===== config.mk =====
export PLATFORM = sky130hd
export DESIGN_NAME = tvic_top
export DESIGN_NICKNAME = d
export VERILOG_FILES = /design/src/tvic_pkg.sv /design/src/tvic_flags.sv /design/src/tvic_arb.sv /design/src/tvic_top.sv
export SDC_FILE = /design/constraint.sdc
export NUM_CORES = 1
export LEC_CHECK = 0
export BUFFER_PORTS_ARGS = -buffer_cell sky130_fd_sc_hd__buf_2
export CAP_MARGIN = 25
export CORE_ASPECT_RATIO = 1.1
export CORE_UTILIZATION = 25
export CTS_CLUSTER_DIAMETER = 150
export CTS_CLUSTER_SIZE = 12
export DETAILED_ROUTE_END_ITERATION = 8
export PLACE_DENSITY_LB_ADDON = 0.08
export SYNTH_ARGS = -nofsm -noshare
export SYNTH_HDL_FRONTEND = slang
export SYNTH_HIERARCHICAL = 1
export SYNTH_SLANG_ARGS = --single-unit

===== constraint.sdc =====
create_clock -name ref_clk -period 3.1 [get_ports ref_clk]
set_input_delay 0.62 -clock ref_clk [delete_from_list [all_inputs] [get_ports ref_clk]]
set_output_delay 0.62 -clock ref_clk [all_outputs]
set_load 0.03 [all_outputs]

===== src/tvic_pkg.sv =====
package tvic_pkg;

  // ----------------------------------------
  // Sources and ordering
  // ----------------------------------------
  localparam int NSRC = 18;
  localparam int IDXW = 5;
  localparam int SRC_TIMER2 = 5;
  localparam int SRC_SPI = 6;
  localparam int SRC_LIN = 14;
  localparam logic [17:0] HWCLR_SET = 18'h1_000f;

  // ----------------------------------------
  // Register addresses
  // ----------------------------------------
  localparam logic [7:0] ADDR_MASK = 8'ha8;
  localparam logic [7:0] ADDR_LVL0 = 8'hb8;
  localparam logic [7:0] ADDR_MASK1 = 8'he6;
  localparam logic [7:0] ADDR_LVL1 = 8'hf6;
  localparam logic [7:0] ADDR_MASK2 = 8'he7;
  localparam logic [7:0] ADDR_LVL2 = 8'hf7;
  localparam logic [7:0] ADDR_LIN_CTRL = 8'hc9;

  // ----------------------------------------
  // Fields and reset values
  // ----------------------------------------
  localparam int GATE_BIT = 7;
  localparam int LIN_CLR_BIT = 3;
  localparam logic [7:0] MASK_RST = 8'h00;
  localparam logic [6:0] LVL0_RST = 7'h00;
  localparam logic [7:0] EXT_RST = 8'h00;
  localparam logic [7:0] UNMAPPED_RD = 8'h00;

  // ----------------------------------------
  // Vectors and timing
  // ----------------------------------------
  localparam logic [15:0] VEC_BASE = 16'h0003;
  localparam int DETECT_CYC = 1;
  localparam int CALL_CYC = 4;
  localparam int MIN_LAT = DETECT_CYC + CALL_CYC;
  localparam int RETURN_FROM_IRQ_INSTRUCTION_CYC = 5;
  localparam int DIV_CYC = 8;
  localparam int MAX_LAT = DETECT_CYC + RETURN_FROM_IRQ_INSTRUCTION_CYC + DIV_CYC + CALL_CYC;

  typedef enum logic [1:0] {
    SVC_IDLE,
    SVC_LOW,
    SVC_HIGH,
    SVC_HIGH_OVER_LOW
  } tvic_svc_t;

endpackage


===== src/tvic_flags.sv =====
`timescale 1ns/1ps
module tvic_flags (
  input wire logic ref_clk,
  input wire logic rst,
  input wire logic [17:0] src_set,
  input wire logic [17:0] sw_set,
  input wire logic [17:0] sw_clr,
  input wire logic [17:0] hw_clr,
  output logic [17:0] pend
);

  genvar i;
  // (RL1) One flag per source
  generate
    for (i = 0; i < tvic_pkg::NSRC; i++) begin : g_flag
      always_ff @(posedge ref_clk or posedge rst) begin
        if (rst) begin
          pend[i] <= 1'b0;
        end else if (src_set[i] || sw_set[i]) begin
          pend[i] <= 1'b1;
        end else if (sw_clr[i] || hw_clr[i]) begin
          pend[i] <= 1'b0;
        end
      end
    end
  endgenerate

endmodule


===== src/tvic_arb.sv =====
`timescale 1ns/1ps
module tvic_arb (
  input wire logic [17:0] req,
  input wire logic [17:0] lvl,
  output logic any,
  output logic win_high,
  output logic [4:0] win_idx
);

  logic [17:0] hi;
  logic [17:0] pool;

  always_comb begin
    hi = req & lvl;
    win_high = |hi;
    pool = win_high ? hi : req;
    any = |req;
    win_idx = '0;
    // Lowest index wins inside the chosen level
    for (int k = tvic_pkg::NSRC - 1; k >= 0; k--) begin
      if (pool[k]) begin
        win_idx = k[4:0];
      end
    end
  end

endmodule


===== src/tvic_top.sv =====
`timescale 1ns/1ps
// How it works
// (RL1) Eighteen sources, each with its own vector, besides reset.
// (RL2) Software setting a pending flag raises a request like hardware.
// (RL3) Vector is 0x0003 plus eight per order index, up to 0x008B.
// (RL4) High level preempts low service; nothing preempts high service.
// (RL5) All level-select bits are zero after reset.
// (RL6) Simultaneous requests: high level first, then lowest index.
// (RL7) Enabled pending requests are sampled and arbitrated every clock.
// (RL8) Request is raised one clock after detection; call takes four.
// (RL9) After return, one more instruction completes before next call.
// (RL10) Worst latency eighteen clocks: detect, return, divide, call.
// (RL11) Equal or higher level service holds new requests until return.
// (RL12) Bit 7 of mask register gates all sources globally.
// (RL13) Mask bits 6..0: SPI, timer2, UART, timer1, ext1, timer0, ext0.
// (RL14) Timer2 mask gates both overflows; SPI mask gates four flags.
// (RL15) Mask register at 0xA8, bit-addressable, all pages, resets zero.
// (RL16) One level bit per source across base and extended registers.
// (RL17) LIN flag cleared only by writing one to LIN control bit 3.
// (RL18) Flags set regardless of enables; disabled flags make no request.
// (RL19) Flag still set after return re-requests after next instruction.
// (RL20) Software clears non-self-clearing flags before returning.
// (RL21) Ext0, ext1, timer0, timer1 and CAN flags clear on the call.
// (RL22) Request strobe with vector to CPU; CPU acknowledges the call.
module tvic_top (
  input wire logic ref_clk,
  input wire logic rst,
  input wire logic [7:0] sfr_addr,
  input wire logic sfr_wr,
  input wire logic [7:0] sfr_wdata,
  input wire logic sfr_rd,
  input wire logic sfr_bit_wr,
  input wire logic [7:0] sfr_bit_addr,
  input wire logic sfr_bit_val,
  output logic [7:0] sfr_rdata,
  input wire logic [17:0] src_event,
  input wire logic [17:0] sw_flag_set,
  input wire logic [17:0] sw_flag_clr,
  input wire logic timer2_high_overflow_flag,
  input wire logic timer2_low_overflow_flag,
  input wire logic [3:0] serial_periph_flags,
  output logic [17:0] pend_flags,
  output logic irq_req,
  output logic [15:0] irq_vector,
  output logic irq_high,
  input wire logic cpu_ack,
  input wire logic cpu_return_from_irq_instruction,
  input wire logic cpu_insn_done
);

  // ----------------------------------------
  // Registers
  // ----------------------------------------
  logic [7:0] mask_r;
  logic [6:0] lvl0_r;
  logic [7:0] mask1_r;
  logic [7:0] lvl1_r;
  logic [7:0] mask2_r;
  logic [7:0] lvl2_r;
  logic [7:0] sfr_rdata_r;
  logic irq_req_r;
  logic irq_high_r;
  logic [4:0] idx_r;
  logic [15:0] irq_vector_r;
  logic hold_r;
  tvic_pkg::tvic_svc_t svc_r;
  tvic_pkg::tvic_svc_t svc_nxt;

  logic global_irq_gate;
  logic [17:0] en;
  logic [17:0] lvl;
  logic [17:0] req_raw;
  logic [17:0] req_en;
  logic [17:0] hw_clr;
  logic [17:0] sw_clr;
  logic [17:0] pend;
  logic lin_clr;
  logic any;
  logic win_high;
  logic [4:0] win_idx;
  logic elig;
  logic taken;

  function automatic logic [7:0] sfr_upd(input logic [7:0] cur,
                                         input logic [7:0] a);
    logic [7:0] v;
    v = cur;
    if (sfr_wr && sfr_addr == a) begin
      v = sfr_wdata;
    end
    if (sfr_bit_wr && {sfr_bit_addr[7:3], 3'b000} == a) begin
      v[sfr_bit_addr[2:0]] = sfr_bit_val;
    end
    return v;
  endfunction

  // (RL15) Mask register, byte and bit access
  always_ff @(posedge ref_clk or posedge rst) begin
    if (rst) begin
      mask_r <= tvic_pkg::MASK_RST;
    end else begin
      mask_r <= sfr_upd(mask_r, tvic_pkg::ADDR_MASK);
    end
  end

  // (RL5) Level bits clear at reset
  always_ff @(posedge ref_clk or posedge rst) begin
    if (rst) begin
      lvl0_r <= tvic_pkg::LVL0_RST;
      lvl1_r <= tvic_pkg::EXT_RST;
      lvl2_r <= tvic_pkg::EXT_RST;
    end else begin
      lvl0_r <= 7'(sfr_upd({1'b1, lvl0_r}, tvic_pkg::ADDR_LVL0));
      lvl1_r <= sfr_upd(lvl1_r, tvic_pkg::ADDR_LVL1);
      lvl2_r <= sfr_upd(lvl2_r, tvic_pkg::ADDR_LVL2);
    end
  end

  always_ff @(posedge ref_clk or posedge rst) begin
    if (rst) begin
      mask1_r <= tvic_pkg::EXT_RST;
      mask2_r <= tvic_pkg::EXT_RST;
    end else begin
      mask1_r <= sfr_upd(mask1_r, tvic_pkg::ADDR_MASK1);
      mask2_r <= sfr_upd(mask2_r, tvic_pkg::ADDR_MASK2);
    end
  end

  // ----------------------------------------
  // Register read
  // ----------------------------------------
  always_ff @(posedge ref_clk or posedge rst) begin
    if (rst) begin
      sfr_rdata_r <= tvic_pkg::UNMAPPED_RD;
    end else if (sfr_rd) begin
      unique case (sfr_addr)
        tvic_pkg::ADDR_MASK: sfr_rdata_r <= mask_r;
        tvic_pkg::ADDR_LVL0: sfr_rdata_r <= {1'b1, lvl0_r};
        tvic_pkg::ADDR_MASK1: sfr_rdata_r <= mask1_r;
        tvic_pkg::ADDR_LVL1: sfr_rdata_r <= lvl1_r;
        tvic_pkg::ADDR_MASK2: sfr_rdata_r <= mask2_r;
        tvic_pkg::ADDR_LVL2: sfr_rdata_r <= lvl2_r;
        default: sfr_rdata_r <= tvic_pkg::UNMAPPED_RD;
      endcase
    end
  end

  // ----------------------------------------
  // Enables, levels and requests
  // ----------------------------------------
  always_comb begin
    global_irq_gate = mask_r[tvic_pkg::GATE_BIT];
    // (RL13) Base mask bits map sources 0..6
    en = {mask2_r[2:0], mask1_r, mask_r[6:0]};
    // (RL16) One level bit per source
    lvl = {lvl2_r[2:0], lvl1_r, lvl0_r};
    req_raw = pend;
    // (RL14) Grouped flags share one mask bit
    req_raw[tvic_pkg::SRC_TIMER2] = pend[tvic_pkg::SRC_TIMER2] |
      timer2_high_overflow_flag | timer2_low_overflow_flag;
    req_raw[tvic_pkg::SRC_SPI] = pend[tvic_pkg::SRC_SPI] |
      (|serial_periph_flags);
    // (RL12) Global gate over every mask
    // (RL18) Disabled flags never request
    req_en = req_raw & en & {18{global_irq_gate}};
  end

  // (RL17) LIN clear only through its control bit
  assign lin_clr = sfr_wr && sfr_addr == tvic_pkg::ADDR_LIN_CTRL &&
    sfr_wdata[tvic_pkg::LIN_CLR_BIT];

  assign taken = irq_req_r && cpu_ack;

  // (RL21) Self-clearing flags drop on the call
  always_comb begin
    hw_clr = '0;
    if (taken) begin
      hw_clr[idx_r] = 1'b1;
    end
    hw_clr = hw_clr & tvic_pkg::HWCLR_SET;
    hw_clr[tvic_pkg::SRC_LIN] = lin_clr;
    sw_clr = sw_flag_clr;
    sw_clr[tvic_pkg::SRC_LIN] = 1'b0;
  end

  // (RL2) Software set acts as a hardware event
  tvic_flags u_flags (
    .ref_clk(ref_clk),
    .rst(rst),
    .src_set(src_event),
    .sw_set(sw_flag_set),
    .sw_clr(sw_clr),
    .hw_clr(hw_clr),
    .pend(pend)
  );

  // (RL6) Level first, then lowest index
  tvic_arb u_arb (
    .req(req_en),
    .lvl(lvl),
    .any(any),
    .win_high(win_high),
    .win_idx(win_idx)
  );

  // ----------------------------------------
  // Service tracking
  // ----------------------------------------
  // (RL4) Only high preempts, and only low service
  // (RL11) Equal or higher service blocks
  always_comb begin
    elig = any && !hold_r && !taken;
    unique case (svc_r)
      tvic_pkg::SVC_IDLE: elig = elig;
      tvic_pkg::SVC_LOW: elig = elig && win_high;
      tvic_pkg::SVC_HIGH: elig = 1'b0;
      tvic_pkg::SVC_HIGH_OVER_LOW: elig = 1'b0;
    endcase
  end

  always_comb begin
    svc_nxt = svc_r;
    if (taken) begin
      unique case (svc_r)
        tvic_pkg::SVC_IDLE: svc_nxt = irq_high_r ? tvic_pkg::SVC_HIGH :
                                                   tvic_pkg::SVC_LOW;
        tvic_pkg::SVC_LOW: svc_nxt = tvic_pkg::SVC_HIGH_OVER_LOW;
        tvic_pkg::SVC_HIGH: svc_nxt = svc_r;
        tvic_pkg::SVC_HIGH_OVER_LOW: svc_nxt = svc_r;
      endcase
    end else if (cpu_return_from_irq_instruction) begin
      unique case (svc_r)
        tvic_pkg::SVC_HIGH_OVER_LOW: svc_nxt = tvic_pkg::SVC_LOW;
        tvic_pkg::SVC_IDLE: svc_nxt = svc_r;
        tvic_pkg::SVC_LOW: svc_nxt = tvic_pkg::SVC_IDLE;
        tvic_pkg::SVC_HIGH: svc_nxt = tvic_pkg::SVC_IDLE;
      endcase
    end
  end

  always_ff @(posedge ref_clk or posedge rst) begin
    if (rst) begin
      svc_r <= tvic_pkg::SVC_IDLE;
    end else begin
      svc_r <= svc_nxt;
    end
  end

  // (RL9) One instruction must follow a return
  // (RL19) A still-set flag re-requests after it
  always_ff @(posedge ref_clk or posedge rst) begin
    if (rst) begin
      hold_r <= 1'b0;
    end else if (cpu_return_from_irq_instruction) begin
      hold_r <= 1'b1;
    end else if (cpu_insn_done) begin
      hold_r <= 1'b0;
    end
  end

  // ----------------------------------------
  // CPU request
  // ----------------------------------------
  // (RL7) Sampled and decoded every clock
  // (RL8) Request one clock after detection
  // (RL10) Only the detect clock is ours
  // (RL22) Request follows eligibility each clock until acknowledged
  always_ff @(posedge ref_clk or posedge rst) begin
    if (rst) begin
      irq_req_r <= 1'b0;
      irq_high_r <= 1'b0;
      idx_r <= '0;
    end else if (!irq_req_r || !cpu_ack) begin
      irq_req_r <= elig;
      irq_high_r <= win_high;
      idx_r <= win_idx;
    end else begin
      irq_req_r <= 1'b0;
    end
  end

  // (RL3) Vector at base plus eight per index
  always_ff @(posedge ref_clk or posedge rst) begin
    if (rst) begin
      irq_vector_r <= tvic_pkg::VEC_BASE;
    end else if (!irq_req_r || !cpu_ack) begin
      irq_vector_r <= tvic_pkg::VEC_BASE + {8'h00, win_idx, 3'b000};
    end
  end

  assign sfr_rdata = sfr_rdata_r;
  assign pend_flags = pend;
  assign irq_req = irq_req_r;
  assign irq_high = irq_high_r;
  assign irq_vector = irq_vector_r;
endmodule


==> impl_metrics.toml <==
[yosys]
synth.largest_area_cell = "dfrtp_1"
avgSynthCellArea_um2 = 9.95
synth_top_area_share_pct = 40.1
synth_cell_types = 67
postSynthCellCount = 520
async_flop_share_pct = 100
synth_flop_cell = "dfrtp_1"
synthTopCellsByArea = "dfrtp_1, mux2_2, nand3_1"
yosys_register_bits = 83
netlist_area_mm2 = 0.00517
synth-edff-count = 0
yosysWarnings = 6
yosysSeqAreaShare_pct = 40.1

[cells_and_area]
multiInputGateArea_mm2 = 0.00287
seq_area_mm2 = 0.00208
drive_above_1_share_pct = 37.0
fin_util_pct = 32.0
areaGrowthSynthToFinish_pct = 24.0
final_nets = 756
num_antenna_cells = 0
fillers = 2117

[power]
power_density_mw_per_mm2 = 453
vdd_drop_max_uv = 236
leakage_nw = 2.93

[detailed_routing]
ant_nets = 0
drtIter0Drc = 274
wl_per_cell_um = 18.8
vias = 4613
routed_wl_um = 17200
drc = 14
vias_per_cell = 5.04
drt_pass1_iterations = 8

[floorplan]
num_rows = 54
placeableCoreArea_mm2 = 0.0201
fp.dieW_um = 139
initial_core_util_pct = 25.8
die_area_mm2 = 0.0213
ios = 137
die_h_um = 153

[grt]
grt_max_degree = 31
grt_overflow = 0
grt_pass1_vias = 4623
antenna_found_initial = 0
grt_pass1_wl_um = 26600
grt_usage_pct = 16.5

[sta]
worstMarginPinSlew_ps = 908
period_needed_ps = 2920
setup-violations-final = 0
finalHoldViolCount = 0
finalCritPeriodShare_pct = 94.1
timing.final.ws_setup_ps = 184
grt_setup_unrepaired = "false"
slew_headroom_pct = 39.4
fmax_mhz = 343
clock_skew_ps = 7.37
slew_viol_final = 0

[worst_setup_path]
reg2regPathDepth = 12
worstSetupStartpointType = "primary input"
worstSetupPathType = "in -> reg"
endpoint_kind = "register"
worstPathMaxFanout = 4
r2r_slack_ps = 260
critical_path_arrival_ps = 3140
cp.required_ps = 3330

[hold_path]
hp-class = "in -> async"

[placed_design]
gp_congestion = 0.860
pre_cts_slack_ps = -248
numPortBuffers = 124
dp_hpwl_um = 13500

[clocking]
clkSlewWorstSetupHoldPaths_ps = 70
cts-root-buf = "clkbuf_16"
cts_tree = "yes"
cts_made_buffers = 9
postCtsHoldBufs = 0
htreeDepth = 3
clk_path_buf_depth = 2
clock_sinks = 83
worstSkewPairLatency_ps = 350

[outcome]
violations = "DRC"
status = "finished with violations"

[job]
drv_cap = 0
through the flow:
stage	TNS (ps)	hold WS, ps	total power [mW]	std cells	area (µm²)
after floorplan	0	410	1.59	542	5260
after global placement	-692	424	1.80	899	6110
after detailed placement	-870	440	1.81	899	6110
after CTS	0	396	2.95	915	6410
after global routing	0	415	3.05	915	6420
final	0	371	2.91	915	6420
what timing repair did:
item	CTS	global route
endpoints found under the setup margin	0	1
setup buffers	0	0
resized for setup	0	1
flip-flops by register name, summed over array words and instances (netlist names), 2 cells and up:
register and flops:
u_flags/pend 18, lvl1_r 8, lvl2_r 8, mask1_r 8, mask2_r 8, mask_r 8
sfr_rdata 8, lvl0_r 7, irq_vector 5, svc_r 2
synthesized netlist by cell type (8+ instances only):
| cell | count |
|---|---|
| a31oi_1 | 17 |
| nand4_1 | 19 |
| o21ai_0 | 8 |
| nor4_1 | 18 |
| and3_1 | 20 |
| dfrtp_1 | 83 |
| clkbuf_1 | 20 |
| mux2_2 | 60 |
| nand2_1 | 19 |
| a211o_1 | 18 |
| nor2_1 | 32 |
| buf_4 | 13 |
| inv_1 | 13 |
| nand3_1 | 38 |
| o31ai_1 | 15 |
| a41oi_1 | 8 |
layout by cell type, fill, tap and decap left out, types with 9 or more instances in the layout:
master,n
a211o_1,18
a31oi_1,17
and3_1,20
buf_2,124
buf_4,24
clkbuf_16,9
conb_1,24
dfrtp_1,83
inv_1,12
mux2_2,60
nand2_1,19
nand3_1,38
nand4_1,19
nor2_1,32
nor4_1,18
o31ai_1,15
layer usage:
| layer | wire length [µm] | share of wire, % | vias to the layer above | GRT usage [%] |
|---|---|---|---|---|
| met1 | 8070 | 47 | 2234 | 22.0 |
| met3 | 686 | 4.0 | 13 | 2.82 |
| li1 | - | - | 2237 | - |
| met2 | 8300 | 48 | 129 | 27.6 |
| met4 | 179 | 1.0 | 0 | 3.97 |
| met5 | 0 | 0 | - | 0 |
final timing paths:
kind	start	to
min	rst	svc_r[1]$_DFFE_PP0P_
max reg2reg	mask_r[7]$_DFF_PP0_	irq_vector[3]$_DFFE_PP0N_
min reg2reg	hold_r$_DFFE_PP0P_	irq_req$_DFF_PP0_
min in group ref_clk	hold_r$_DFFE_PP0P_	irq_req$_DFF_PP0_
max in group asynchronous	rst	lvl1_r[6]$_DFFE_PP0P_
max	serial_periph_flags[1]	irq_vector[3]$_DFFE_PP0N_
critical path, cell delays in order:
cell      delay (ps)
buf_2             90
or3_1            370
o311a_1          340
a22oi_2          190
nand2_1          130
or3_1            440
nor2_1           180
o22a_1           160
a211oi_1          40
o311ai_1         350
nand2_1          100
nand2_1           70
o21ai_0           70
where the power goes:
part	internal (mW)	switching, mW	total, mW
registers	1.16	0.0923	1.26
logic	0.217	0.319	0.536
clock network	0.635	0.482	1.12
cell families (layout without fill, tap and decap cells):
kind of cell | after synthesis | after routing | synth area share [%]
AO/OA/AOI/OAI | 112 | 112 | 16.1
adder cells (fa/ha/maj) | 5 | 5 | 1.21
buffers and inverters | 56 | 177 | 6.02
flip-flops | 83 | 83 | 40.1
multiplexers | 60 | 60 | 13.1
other | 2 | 24 | 0.145
AND/OR/NAND/NOR | 202 | 202 | 23.4
final cells by class:
cell class / instances / share of cell area [%]
clock inverter: 6 / 1.11
multi-input combinational: 403 / 44.8
timing repair buffer: 148 / 12.5
inverter: 13 / 0.761
sequential: 83 / 32.4
tap: 252 / 4.91
clock buffer: 10 / 3.57
No activity file was read; power rests on OpenSTA's default activity.
